<file path="src/include/bbr_defines.svh">
// constants of the baseband tuning and signal-strength register bank
// assumes byte-wide registers on a plain address/strobe port
`ifndef BBR_DEFINES_SVH
`define BBR_DEFINES_SVH

`define BBR_ADDR_W            8
`define BBR_OFS_CTRL_TWO      8'h3A
`define BBR_OFS_PRE_THR       8'h3B
`define BBR_OFS_CS_PREAMBLE_COUNTER_THRESHOLD     8'h3C
`define BBR_OFS_STRENGTH      8'h3E

`define BBR_RST_CTRL_TWO      8'h00
`define BBR_RST_PRE_THR       8'hD8
`define BBR_RST_CS_PREAMBLE_COUNTER_THRESHOLD     8'h9C
`define BBR_RST_STRENGTH      8'h01

`define BBR_PRE_VALID_HI      7
`define BBR_PRE_VALID_LO      4
`define BBR_PRE_ENERGY_HI     3
`define BBR_PRE_ENERGY_LO     1
`define BBR_CS_HI             7
`define BBR_CS_LO             5
`define BBR_PREAMBLE_COUNTER_THRESHOLD_HI         4
`define BBR_PREAMBLE_COUNTER_THRESHOLD_LO         2
`define BBR_ONESHOT_BIT       7
`define BBR_PER_PACKET_BIT    6
`define BBR_READY_BIT         0

`define BBR_CTRL_TWO_MASK     8'hFC
`define BBR_PRE_THR_MASK      8'hFE
`define BBR_CS_PREAMBLE_COUNTER_THRESHOLD_MASK    8'hFC

`define BBR_MEAS_CYCLES       16

`endif

</file>
<file path="src/include/bbr_pkg.sv">
// types of the baseband tuning and signal-strength register bank
// assumes bbr_defines.svh is on the include path
`include "bbr_defines.svh"
package bbr_pkg;
    typedef logic [7:0] bbr_byte_t;
    typedef logic [`BBR_ADDR_W-1:0] bbr_addr_t;
    typedef enum logic [0:0] {
        BBR_MEAS_IDLE,
        BBR_MEAS_BUSY
    } bbr_meas_state_t;
endpackage

</file>
<file path="src/include/bbr_meas_if.sv">
// link between the register bank and the one-shot measurement sequencer
// assumes both ends share one clock
`timescale 1ns/10ps
interface bbr_meas_if;
    logic start;
    logic done;
    modport bank (output start, input done);
    modport seq  (input start, output done);
endinterface

</file>
<file path="src/rtl/bbr_meas_seq.sv">
// one-shot signal-strength measurement sequencer
// assumes start is a one-cycle pulse on the bank's clock
`timescale 1ns/10ps
`include "bbr_defines.svh"
module bbr_meas_seq #(
    parameter int MEAS_CYCLES = `BBR_MEAS_CYCLES
) (
    input  wire logic  clock,
    input  wire logic  rst,
    bbr_meas_if.seq    meas,
    output logic       latch_value
);
    import bbr_pkg::*;

    localparam int CW = $clog2(MEAS_CYCLES + 1);

    bbr_meas_state_t state_r, state_nxt;
    logic [CW-1:0]   cnt_r, cnt_nxt;
    logic            done_r, done_nxt;

    assign meas.done   = done_r;
    assign latch_value = done_r;

    always_comb begin
        state_nxt = state_r;
        cnt_nxt   = cnt_r;
        done_nxt  = 1'b0;
        unique case (state_r)
            BBR_MEAS_IDLE: begin
                if (meas.start) begin
                    state_nxt = BBR_MEAS_BUSY;
                    cnt_nxt   = CW'(MEAS_CYCLES - 1);
                end
            end
            BBR_MEAS_BUSY: begin
                // a retrigger restarts the measurement window
                if (meas.start) begin
                    cnt_nxt = CW'(MEAS_CYCLES - 1);
                end else if (cnt_r == '0) begin
                    state_nxt = BBR_MEAS_IDLE;
                    done_nxt  = 1'b1;
                end else begin
                    cnt_nxt = cnt_r - CW'(1);
                end
            end
        endcase
    end

    always_ff @(posedge clock) begin
        if (rst) begin
            state_r <= BBR_MEAS_IDLE;
            cnt_r   <= '0;
            done_r  <= 1'b0;
        end else begin
            state_r <= state_nxt;
            cnt_r   <= cnt_nxt;
            done_r  <= done_nxt;
        end
    end
endmodule

</file>
<file path="src/rtl/bbr_regs.sv">
// baseband tuning and signal-strength control register bank
// assumes a one-clock host port with one-cycle strobes, read data one cycle later
`timescale 1ns/10ps
`include "bbr_defines.svh"
module bbr_regs #(
    parameter int MEAS_CYCLES = `BBR_MEAS_CYCLES
) (
    input  wire logic             clock,
    input  wire logic             rst,
    input  wire bbr_pkg::bbr_addr_t addr,
    input  wire bbr_pkg::bbr_byte_t wdata,
    input  wire logic             wr,
    input  wire logic             rd,
    output bbr_pkg::bbr_byte_t    rdata,
    output logic [3:0]            preamble_valid_threshold,
    output logic [2:0]            preamble_search_energy_threshold,
    output logic [2:0]            carrier_sense_threshold,
    output logic [2:0]            preamble_counter_threshold,
    output logic                  strength_per_packet_enable,
    output logic                  strength_measure_start,
    output logic                  strength_latch
);
    import bbr_pkg::*;

    localparam bbr_byte_t RST_STRENGTH = `BBR_RST_STRENGTH;

    bbr_byte_t ctrl_two_r,   ctrl_two_nxt;
    bbr_byte_t pre_thr_r,    pre_thr_nxt;
    bbr_byte_t cs_preamble_counter_threshold_r,  cs_preamble_counter_threshold_nxt;
    logic      per_pkt_r,    per_pkt_nxt;
    logic      ready_r,      ready_nxt;
    logic      start_r,      start_nxt;
    logic      latch_r,      latch_nxt;
    bbr_byte_t rdata_r,      rdata_nxt;
    logic      seq_latch;

    bbr_meas_if meas ();

    assign meas.start = start_r;

    bbr_meas_seq #(
        .MEAS_CYCLES (MEAS_CYCLES)
    ) u_seq (
        .clock       (clock),
        .rst         (rst),
        .meas        (meas),
        .latch_value (seq_latch)
    );

    function automatic bbr_byte_t read_mux(input bbr_addr_t a, input bbr_byte_t c2, input bbr_byte_t pt,
                                           input bbr_byte_t cp, input logic pp, input logic rdy);
        bbr_byte_t v;
        v = 8'h00;
        unique case (a)
            `BBR_OFS_CTRL_TWO:  v = c2;
            `BBR_OFS_PRE_THR:   v = pt;
            `BBR_OFS_CS_PREAMBLE_COUNTER_THRESHOLD: v = cp;
            // trigger bit is write-only and always reads zero
            `BBR_OFS_STRENGTH: begin
                v[`BBR_PER_PACKET_BIT] = pp;
                v[`BBR_READY_BIT]      = rdy;
            end
            default:            v = 8'h00;
        endcase
        return v;
    endfunction

    always_comb begin
        ctrl_two_nxt  = ctrl_two_r;
        pre_thr_nxt   = pre_thr_r;
        cs_preamble_counter_threshold_nxt = cs_preamble_counter_threshold_r;
        per_pkt_nxt   = per_pkt_r;
        ready_nxt     = ready_r;
        start_nxt     = 1'b0;
        latch_nxt     = meas.done;
        rdata_nxt     = 8'h00;
        // reserved bits are held at zero whatever the host writes
        if (wr) begin
            unique case (addr)
                `BBR_OFS_CTRL_TWO:  ctrl_two_nxt  = wdata & `BBR_CTRL_TWO_MASK;
                `BBR_OFS_PRE_THR:   pre_thr_nxt   = wdata & `BBR_PRE_THR_MASK;
                `BBR_OFS_CS_PREAMBLE_COUNTER_THRESHOLD: cs_preamble_counter_threshold_nxt = wdata & `BBR_CS_PREAMBLE_COUNTER_THRESHOLD_MASK;
                `BBR_OFS_STRENGTH: begin
                    per_pkt_nxt = wdata[`BBR_PER_PACKET_BIT];
                    start_nxt   = wdata[`BBR_ONESHOT_BIT];
                end
                default: ;
            endcase
        end
        // completion raises ready, only from the one-shot sequencer
        if (meas.done) begin
            ready_nxt = 1'b1;
        end
        // a new trigger wins over a completion in the same cycle
        if (start_r) begin
            ready_nxt = 1'b0;
        end
        if (rd) begin
            rdata_nxt = read_mux(addr, ctrl_two_r, pre_thr_r, cs_preamble_counter_threshold_r, per_pkt_r, ready_r);
        end
    end

    always_ff @(posedge clock) begin
        if (rst) begin
            ctrl_two_r  <= `BBR_RST_CTRL_TWO;
            pre_thr_r   <= `BBR_RST_PRE_THR;
            cs_preamble_counter_threshold_r <= `BBR_RST_CS_PREAMBLE_COUNTER_THRESHOLD;
            per_pkt_r   <= RST_STRENGTH[`BBR_PER_PACKET_BIT];
            ready_r     <= RST_STRENGTH[`BBR_READY_BIT];
            start_r     <= 1'b0;
            latch_r     <= 1'b0;
            rdata_r     <= 8'h00;
        end else begin
            ctrl_two_r  <= ctrl_two_nxt;
            pre_thr_r   <= pre_thr_nxt;
            cs_preamble_counter_threshold_r <= cs_preamble_counter_threshold_nxt;
            per_pkt_r   <= per_pkt_nxt;
            ready_r     <= ready_nxt;
            start_r     <= start_nxt;
            latch_r     <= latch_nxt;
            rdata_r     <= rdata_nxt;
        end
    end

    assign rdata                            = rdata_r;
    assign preamble_valid_threshold         = pre_thr_r[`BBR_PRE_VALID_HI:`BBR_PRE_VALID_LO];
    assign preamble_search_energy_threshold = pre_thr_r[`BBR_PRE_ENERGY_HI:`BBR_PRE_ENERGY_LO];
    assign carrier_sense_threshold          = cs_preamble_counter_threshold_r[`BBR_CS_HI:`BBR_CS_LO];
    assign preamble_counter_threshold       = cs_preamble_counter_threshold_r[`BBR_PREAMBLE_COUNTER_THRESHOLD_HI:`BBR_PREAMBLE_COUNTER_THRESHOLD_LO];
    assign strength_per_packet_enable       = per_pkt_r;
    assign strength_measure_start           = start_r;
    assign strength_latch                   = latch_r;
endmodule

</file>
<file path="config.mk">
export PLATFORM = sky130hd
export DESIGN_NAME = bbr_regs
export DESIGN_NICKNAME = d
export VERILOG_FILES = /design/src/include/bbr_pkg.sv /design/src/include/bbr_meas_if.sv /design/src/rtl/bbr_meas_seq.sv /design/src/rtl/bbr_regs.sv
export VERILOG_INCLUDE_DIRS = /design/src /design/src/include
export SDC_FILE = /design/constraint.sdc
export NUM_CORES = 1
export LEC_CHECK = 0
export BUFFER_PORTS_ARGS = -buffer_cell sky130_fd_sc_hd__clkbuf_2
export CORE_MARGIN = 4
export CORE_UTILIZATION = 46
export DETAILED_ROUTE_END_ITERATION = 10
export PLACE_DENSITY = 0.74
export SLEW_MARGIN = 10
export SYNTH_ARGS = -nofsm -noshare
export SYNTH_HDL_FRONTEND = slang
export SYNTH_SLANG_ARGS = --single-unit
</file>
<file path="constraint.sdc">
create_clock -name clock -period 1.5 [get_ports clock]
set_input_delay 0.075 -clock clock [delete_from_list [all_inputs] [get_ports clock]]
set_output_delay 0.075 -clock clock [all_outputs]
set_load 0.05 [all_outputs]
</file>
==> impl_metrics.json, run 1 <==
{
  "end_kind": "flip-flop",
  "cts_htree_levels": 2,
  "crit_type": "reg2reg",
  "synth_area_leader_cell": "dfxtp_1",
  "cts_buffer_depth": 2,
  "cts_tree": "built",
  "num_vias": 1377,
  "totalWireLength_mm": 3.780,
  "ir_drop_mv": 0.5201,
  "synthDominantCellAreaShare_pct": 45.75,
  "area_growth_pct": 25.66,
  "gp_congestion": 0.8073,
  "core_area_sq_um": 3416,
  "final.period_utilization_pct": 101.6,
  "clock_sinks": 38,
  "rows": 21,
  "path_clk_slew_ns": 0.11,
  "avgSynthCellArea_sq_um": 9.839,
  "slew_violations": 0,
  "overflow": 0,
  "dr.pass1.iters": 4,
  "synth_cells": 169,
  "failed_checks": "setup timing",
  "finalNetCount": 244,
  "layout-drive-gt1-share_pct": 37.22,
  "timing.final.ws_setup_ns": -0.02473,
  "grt_pass1_wl_mm": 6.265,
  "port_buffers": 42,
  "required_ns": 1.74,
  "syn_area_sq_um": 1663,
  "cp_max_fo": 5,
  "leakage_nw": 0.8783,
  "ys_types": 35,
  "worst_slew_pin_slew_ns": 0.3863,
  "p_int_mw": 1.241,
  "grt_pass1_vias": 1508,
  "die_w_um": 68.13,
  "hp-class": "in2reg",
  "clkPwrFrac_pct": 29.4,
  "r2r_start": "u_seq.cnt_r[1]",
  "drt-wirelength-per-cell_um": 14.05,
  "cts-root-buf": "clkbuf_4",
  "p_comb_share_pct": 8.1,
  "clkLatencyLatePin_ns": 0.33,
  "antenna_found_initial": 0,
  "drc": 0,
  "switching_share_pct": 23.19,
  "relSlewSlack_pct": 74.19,
  "dieArea_sq_um": 4641,
  "status": "finished, violations left",
  "min_period_ns": 1.525,
  "pwr-share-seq_pct": 62.5,
  "timing.fmax_mhz": 655.9,
  "worstHoldStart": "wdata[2]",
  "crit_start": "u_seq.cnt_r[1]",
  "ys_top_cells_by_area": "dfxtp_1 (46%), mux2i_1 (12%), nand2b_1 (7.9%)",
  "p_switching_mw": 0.3746,
  "skew_ns": 0.006003,
  "crit_arrival_ns": 1.77,
  "cp-start-kind": "flip-flop",
  "vias_per_cell": 5.119,
  "total_power_mw": 1.616,
  "diodes": 0,
  "powerDensity_nw_per_um2": 773.2,
  "finalHoldViolations": 0,
  "grt_max_degree": 41,
  "cts_made_buffers": 5,
  "syn_nets": 190,
  "rsz0062_at_grt": "true",
  "ant_nets": 0,
  "setup_violations": 2,
  "dieHeight_um": 68.13,
  "drtIter0Drc": 71,
  "synth_seq_area_share_pct": 45.75,
  "cap_violations": 0,
  "yosys_warnings": 0,
  "hpwl_mm": 2.852,
  "postLayoutCoreUtil_pct": 61.17,
  "n_fill_cell": 301,
  "start_util_pct": 48.68,
  "io_pins": 44,
  "synth_seq_cells": 38,
  "grt_usage_pct": 18.37
}
[final cells by class]
cell class / instances / area (sq um) / area share (%)
Multi-Input combinational cell: 116 / 865.8 / 41.44
Inverter: 4 / 15.01 / 0.7186
Timing Repair Buffer: 58 / 340.3 / 16.29
Sequential cell: 38 / 763.2 / 36.53
Clock inverter: 2 / 10.01 / 0.4790
Clock buffer: 5 / 37.54 / 1.796
Tap cell: 46 / 57.56 / 2.754
[critical path, stage by stage, from the launching register on]
cell and delay [ns]:
dfxtp_2 0.34, inv_2 0.06, ha_4 0.13, or4b_4 0.50
and2_4 0.19, a311oi_2 0.23
[routing by layer]
layer  track usage (%)  wire (um)
met3             5.911        198
met2             34.42       2048
met4             10.67         56
met1             17.19       1476
met5                 0          0
[sequential cells by signal, indices dropped and copies added, names as in the netlist]
signal / cells
rdata: 8
strength_per_packet_enable: 1
ctrl_two_r: 6
u_seq.cnt_r: 5
pre_thr_r: 7
strength_measure_start: 1
u_seq.state_r: 1
ready_r: 1
strength_latch: 1
cs_preamble_counter_threshold_r: 6
u_seq.latch_value: 1
[Yosys cell counts]
master	count
dfxtp_1	38
nor2_1	27
nand2b_1	21
mux2i_1	20
clkbuf_1	7
mux2_2	7
a22oi_1	5
inv_1	4
a21oi_1	3
buf_2	3
nand3_1	3
nor2b_1	3
a211oi_1	2
a311oi_1	2
nand2_1	2
nand4b_1	2
or4b_1	2
a21bo_2	1
a31oi_1	1
a32oi_1	1
and2_4	1
and3_1	1
and3b_1	1
and4b_1	1
and4bb_2	1
buf_4	1
ha_1	1
nand4_1	1
nor3_1	1
nor3b_1	1
nor4_2	1
nor4_4	1
o21bai_1	1
o311a_2	1
or3_2	1
[layout by cell type (no fill, tap or decap), types with 2 or more instances in the layout]
| cell type | Yosys | routed |
|---|---|---|
| nand2_1 | 2 | 2 |
| dfxtp_1 | 38 | 36 |
| clkbuf_2 | 0 | 42 |
| mux2_2 | 7 | 7 |
| dfxtp_2 | 0 | 2 |
| a21oi_1 | 3 | 3 |
| nand3_1 | 3 | 3 |
| nand2b_1 | 21 | 21 |
| nor2b_1 | 3 | 3 |
| mux2i_1 | 20 | 20 |
| clkinv_2 | 0 | 2 |
| inv_2 | 0 | 2 |
| inv_1 | 4 | 2 |
| dlygate4sd3_1 | 0 | 4 |
| nor2_1 | 27 | 27 |
| clkbuf_4 | 0 | 5 |
| nand4b_1 | 2 | 2 |
| buf_4 | 1 | 12 |
| a22oi_1 | 5 | 5 |
[logic make-up after synthesis]
| kind of cell | Yosys count | synth area share [%] |
|---|---|---|
| AOI/OAI and AO/OA | 17 | 7.751 |
| adders and majority gates | 1 | 0.7523 |
| buffers and inverters | 15 | 3.837 |
| DFF | 38 | 45.75 |
| muxes | 27 | 16.78 |
| and+or+nand+nor | 71 | 25.13 |
[power by group through the flow]
stage | Sequential, mW | Combinational [mW] | Clock, mW
finish | 1.01 | 0.130 | 0.476
CTS | 1.01 | 0.130 | 0.497
floorplan | 1.04 | 0.0693 | 0
detailed placement | 1.03 | 0.122 | 0
global route | 1.01 | 0.143 | 0.540
global placement | 1.03 | 0.117 | 0
[per-stage QoR]
step                setup slack [ns]  hold WS, ns  setup TNS (ns)  instance area, sq um  instances
floorplan                   0.005836       0.2304               0                  1678        169
global placement            0.001214       0.3214               0                  1987        258
detailed placement          -0.06326       0.3448        -0.06326                  1987        258
CTS                        -0.008917      0.02445        -0.01007                  2090        269
global route                -0.06358      0.03528         -0.1418                  2090        269
finish                      -0.02473      0.03795        -0.02810                  2090        269
[repair_timing]
action	CTS	global route
gates resized for setup	3	0
hold buffers	4	0
hold endpoints to repair	4	0
gates cloned	0	0
buffers inserted	0	0
endpoints found under the setup margin	3	3
[path summary, 6_finish.rpt]
path               endpoint  slack, ns  cells after the start
max reg2reg  u_seq.cnt_r[1]      -0.02                      5
min           ctrl_two_r[2]       0.04                      3
max          u_seq.cnt_r[1]      -0.02                      5
min reg2reg        rdata[0]       0.44                      2
(Power assumes the default switching activity.)
==> inputs of run 2 (changes only) <==
--- a/config.mk
+++ b/config.mk
@@ -7,7 +7,8 @@
 export NUM_CORES = 1
 export LEC_CHECK = 0
 export BUFFER_PORTS_ARGS = -buffer_cell sky130_fd_sc_hd__clkbuf_2
-export CORE_MARGIN = 4
+export CORE_ASPECT_RATIO = 0.8
+export CORE_MARGIN = 2
 export CORE_UTILIZATION = 46
 export DETAILED_ROUTE_END_ITERATION = 10
 export PLACE_DENSITY = 0.74
==> run 2 against run 1 <==
Net effect:
- the flow still finishes with violations (setup timing)
- via count is 1.5% lower
- sequential power barely moved
- design area up 0.84%
- highest routed layer unchanged
==> impl_metrics.json, run 2 (synthesis results as in run 1) <==
{
  "core_area_sq_um": 3447,
  "status": "finished, violations left",
  "worstHoldStart": "wdata[3]",
  "final_cell_mix": "clkbuf_2 (42), dfxtp_1 (36), nor2_1 (27)",
  "powerDensity_nw_per_um2": 918.2,
  "gp_congestion": 0.7793,
  "timing.fmax_mhz": 658.3,
  "hpwl_mm": 2.779,
  "dp.cells": 253,
  "num_vias": 1357,
  "dieArea_sq_um": 4115,
  "crit_start": "u_seq.cnt_r[1]",
  "hold-worst-slack_ns": 0.04989,
  "die_w_um": 71.22,
  "antenna_found_initial": 0,
  "rsz0062_at_grt": "true",
  "clock_sinks": 38,
  "cts_buffer_depth": 2,
  "dieHeight_um": 57.78,
  "skew_ns": 0.005948,
  "slew_violations": 0,
  "cts_htree_levels": 2,
  "crit_arrival_ns": 1.70,
  "r2r_start": "u_seq.cnt_r[1]",
  "cts_made_buffers": 5,
  "start_util_pct": 48.24,
  "ir_drop_mv": 0.6013,
  "drc": 0,
  "cp-start-kind": "flip-flop",
  "crit_type": "reg2reg",
  "drt-wirelength-per-cell_um": 14.32,
  "overflow": 0,
  "largest_reg_flops": 8,
  "leakage_nw": 0.8847,
  "final_common_cell": "clkbuf_2",
  "n_fill_cell": 281,
  "io_pins": 44,
  "finalNetCount": 239,
  "grt_max_degree": 41,
  "diodes": 0,
  "setup_violations": 2,
  "finalHoldViolations": 0,
  "final.period_utilization_pct": 101.3,
  "vias_per_cell": 5.199,
  "rows": 19,
  "r2r_cells": 5,
  "cts_tree": "built",
  "worst_slew_pin_slew_ns": 0.5101,
  "cts-root-buf": "clkbuf_8",
  "failed_checks": "setup timing",
  "clkLatencyLatePin_ns": 0.29,
  "relSlewSlack_pct": 65.92,
  "end_kind": "flip-flop",
  "layout-drive-gt1-share_pct": 37.44,
  "port_buffers": 42,
  "grt_pass1_wl_mm": 6.175,
  "min_period_ns": 1.519,
  "cap_violations": 0,
  "regToRegSetupSlack_ns": -0.02,
  "final_cells": 261,
  "totalWireLength_mm": 3.738,
  "grt_usage_pct": 19.66,
  "cp-endpoint": "u_seq.cnt_r[0]",
  "grt_pass1_vias": 1330,
  "area_growth_pct": 26.71,
  "path_clk_slew_ns": 0.06,
  "rr_endpoint": "u_seq.cnt_r[0]",
  "cp_max_fo": 5,
  "dr.pass1.iters": 4,
  "hp-class": "in2reg",
  "timing.final.ws_setup_ns": -0.01906,
  "drtIter0Drc": 97,
  "ant_nets": 0,
  "required_ns": 1.68
}
## run 2: through the flow
| step | setup WS (ns) | instance area [sq um] | power, mW | TNS [ns] | utilization (%) |
|---|---|---|---|---|---|
| after CTS | -0.01414 | 2107 | 1.953 | -0.02613 | 61.13 |
| after floorplan | 0.005836 | 1678 | 1.105 | 0 | - |
| after global placement | -0.002200 | 1987 | 1.150 | -0.002200 | 57.64 |
| after global routing | -0.06074 | 2107 | 2.004 | -0.1233 | 61.13 |
| after detailed placement | -0.08652 | 1987 | 1.155 | -0.1411 | 57.64 |
| final | -0.01906 | 2107 | 1.935 | -0.02990 | 61.13 |
## run 2: timing repair
action                     4_1_cts  5_1_grt
resized for setup                2        0
setup buffers                    0        0
cloned                           0        0
hold buffers                     0        0
setup endpoints to repair        3        3
## run 2: cell type report
cell class	instances	area (sq um)	share of cell area (%)
multi-input combinational	116	860.8	40.86
timing repair buffer	53	305.3	14.49
clock buffer	8	110.1	5.226
inverter	4	15.01	0.7126
tap	42	52.55	2.494
sequential	38	763.2	36.22
## run 2: worst max-delay path, stage by stage, from the launching register on
cell and delay [ns]:
dfxtp_2 0.32, inv_2 0.06, ha_4 0.12, or4b_4 0.49, buf_4 0.16, a311oi_1 0.26
## run 2: how the worst min path moves through the flow
stage	end	slack [ns]	cells after the start
global route	ctrl_two_r[3]	0.05	3
finish	ctrl_two_r[3]	0.05	3
CTS	ctrl_two_r[3]	0.04	3
detailed placement	ctrl_two_r[3]	0.35	3
floorplan	ctrl_two_r[3]	0.23	2
global placement	pre_thr_r[1]	0.32	3
## run 2: metal layers
layer	GRT usage [%]	part of all wire [%]	wire length [um]	vias to the layer above
li1	-	-	-	682
met1	23.88	45	1686	639
met2	33.33	48	1790	30
met3	5.217	5.4	201	6
met4	8.086	1.6	60	0
met5	0	0	0	-
## run 2: power breakdown
group | total, mW | internal, mW | leakage (nW) | switching [mW]
Sequential | 1.01 | 1.01 | 0.307 | 0.000672
Combinational | 0.124 | 0.0566 | 0.520 | 0.0669
Clock | 0.801 | 0.464 | 0.0575 | 0.337
==> inputs of run 3 (changes only) <==
--- a/config.mk
+++ b/config.mk
@@ -9,9 +9,10 @@
 export BUFFER_PORTS_ARGS = -buffer_cell sky130_fd_sc_hd__clkbuf_2
 export CORE_ASPECT_RATIO = 0.8
 export CORE_MARGIN = 2
-export CORE_UTILIZATION = 46
+export CORE_UTILIZATION = 51
 export DETAILED_ROUTE_END_ITERATION = 10
-export PLACE_DENSITY = 0.74
+export PLACE_DENSITY = 0.78
+export SETUP_SLACK_MARGIN = 0.2
 export SLEW_MARGIN = 10
 export SYNTH_ARGS = -nofsm -noshare
 export SYNTH_HDL_FRONTEND = slang
==> constraint.sdc (replaced) <==
create_clock -name clock -period 1.6 [get_ports clock]
set_input_delay 0.08 -clock clock [delete_from_list [all_inputs] [get_ports clock]]
set_output_delay 0.08 -clock clock [all_outputs]
set_load 0.05 [all_outputs]
==> run 3 against run 2 <==
Net effect:
- the flow now finishes without violations
- design area fell by 0.24%
- critical path type unchanged
- sequential share of layout area increased by 0.086 points
- total power fell by 14%
- utilization is 6.5 points higher
- sequential cell count unchanged
- setup slack better by 0.087 ns
- cell count up 0.38%
- non-clock buffer count is 4 higher
- clock power down 24%
- worst hold slack got worse by 0.0047 ns
==> impl_metrics.json, run 3 (synthesis results as in run 1) <==
{
  "status": "finished clean",
  "multi_input_area_sq_um": 874.6,
  "final_cells": 262,
  "regToRegSetupSlack_ns": 0.07,
  "port_buffers": 42,
  "ff_latch_area_sq_um": 763.2,
  "drt-wirelength-per-cell_um": 14.56,
  "num_vias": 1413,
  "finalHoldViolations": 0,
  "dieHeight_um": 55.07,
  "leakage_nw": 0.8832,
  "worst_slew_pin_slew_ns": 0.5096,
  "overflow": 0,
  "largest_reg_flops": 8,
  "cts_buffer_depth": 2,
  "rsz0062_at_grt": "true",
  "end_kind": "flip-flop",
  "min_path_cells": 3,
  "drtIter0Drc": 93,
  "ant_nets": 0,
  "worstHoldStart": "wdata[1]",
  "cp-start-kind": "flip-flop",
  "final.period_utilization_pct": 95.77,
  "crit_type": "reg2reg",
  "required_ns": 1.79,
  "min_period_ns": 1.532,
  "clock_sinks": 38,
  "slew_violations": 0,
  "cap_violations": 0,
  "hpwl_mm": 2.737,
  "r2r_cells": 5,
  "path_clk_slew_ns": 0.07,
  "grt_max_degree": 41,
  "cts_made_buffers": 5,
  "cts_htree_levels": 2,
  "setup_violations": 0,
  "relSlewSlack_pct": 65.95,
  "n_fill_cell": 246,
  "rr_endpoint": "u_seq.cnt_r[1]",
  "final_cell_mix": "clkbuf_2 (42), dfxtp_1 (36), nor2_1 (27)",
  "total_power_mw": 1.669,
  "drc": 0,
  "clkLatencyLatePin_ns": 0.29,
  "final_common_cell": "clkbuf_2",
  "skew_ns": 0.004767,
  "start_util_pct": 53.50,
  "cts-root-buf": "clkbuf_8",
  "io_pins": 44,
  "hp-class": "in2reg",
  "hold_path_end": "pre_thr_r[1]",
  "crit_arrival_ns": 1.72,
  "hold-worst-slack_ns": 0.04518,
  "antenna_found_initial": 0,
  "cp_max_fo": 6,
  "dr.pass1.iters": 4,
  "diodes": 0,
  "powerDensity_nw_per_um2": 794.0,
  "die_w_um": 67.84,
  "grt_pass1_wl_mm": 5.947,
  "ir_drop_mv": 0.5669,
  "dieArea_sq_um": 3736,
  "area_growth_pct": 26.41,
  "finalNetCount": 243,
  "grt_pass1_vias": 1296,
  "timing.fmax_mhz": 652.6,
  "grt_usage_pct": 22.59,
  "layout-drive-gt1-share_pct": 38.74,
  "rows": 18,
  "core_area_sq_um": 3108,
  "gp_congestion": 0.8373,
  "vias_per_cell": 5.393,
  "dp.cells": 249,
  "cts_tree": "built",
  "r2r_start": "u_seq.cnt_r[0]",
  "totalWireLength_mm": 3.814
}
==> run 3: changes by cell type in the layout (fill, tap and decap cells not counted), sizes merged <==
cell    change
buf         +4
clkbuf      -1
==> run 3: what timing repair did <==
action,in CTS,in global routing
buffers inserted,4,2
endpoints found under the setup margin,4,5
resized for setup,3,2
hold buffers,0,0
pin swaps,2,1
==> run 3: cell type report <==
type                    count  area share [%]
clock buffers               7           3.631
inverters                   4          0.7143
multi-input cells         116           41.61
flip-flops and latches     38           36.31
well taps                  40           2.381
repair buffers             57           15.36
==> run 3: worst max-delay path by stage <==
stage / start / to / slack, ns
final: u_seq.cnt_r[0] / u_seq.cnt_r[1] / 0.07
after global routing: u_seq.cnt_r[0] / u_seq.cnt_r[1] / 0.03
after CTS: u_seq.cnt_r[0] / u_seq.cnt_r[1] / 0.07
after detailed placement: u_seq.cnt_r[0] / u_seq.cnt_r[1] / -0.02
after global placement: u_seq.cnt_r[1] / u_seq.cnt_r[1] / 0.06
after floorplan: u_seq.cnt_r[1] / u_seq.cnt_r[1] / 0.11
==> run 3: power breakdown <==
part           leakage, nW  total, mW  internal, mW  switching [mW]
registers            0.307      0.947         0.946        0.000639
logic                0.537      0.116        0.0530          0.0626
clock network       0.0383      0.606         0.300           0.307
total                0.883       1.67          1.30           0.370
==> run 3: critical path, cell delays in order, from the launching register on <==
cell      delay [ns]
dfxtp_2         0.33
inv_2           0.07
ha_4            0.13
or4b_4          0.51
and2_4          0.19
a311oi_2        0.22
==> run 3: per-layer routing <==
layer	vias to the layer above	track usage (%)	share of wire, %
met2	37	35.46	49
met5	-	0	0
li1	694	-	-
met4	0	11.67	1.4
met3	4	5.870	5.8
met1	678	29.02	44
==> run 3: per-stage QoR <==
step,setup slack [ns],instance area [sq um],TNS (ns),util (%)
after floorplan,0.1058,1678,0,-
after global placement,0.06424,1957,0,62.96
after detailed placement,-0.02408,1957,-0.03658,62.96
after CTS,0.06703,2078,0,66.87
after global routing,0.02771,2102,0,67.63
final,0.06776,2102,0,67.63
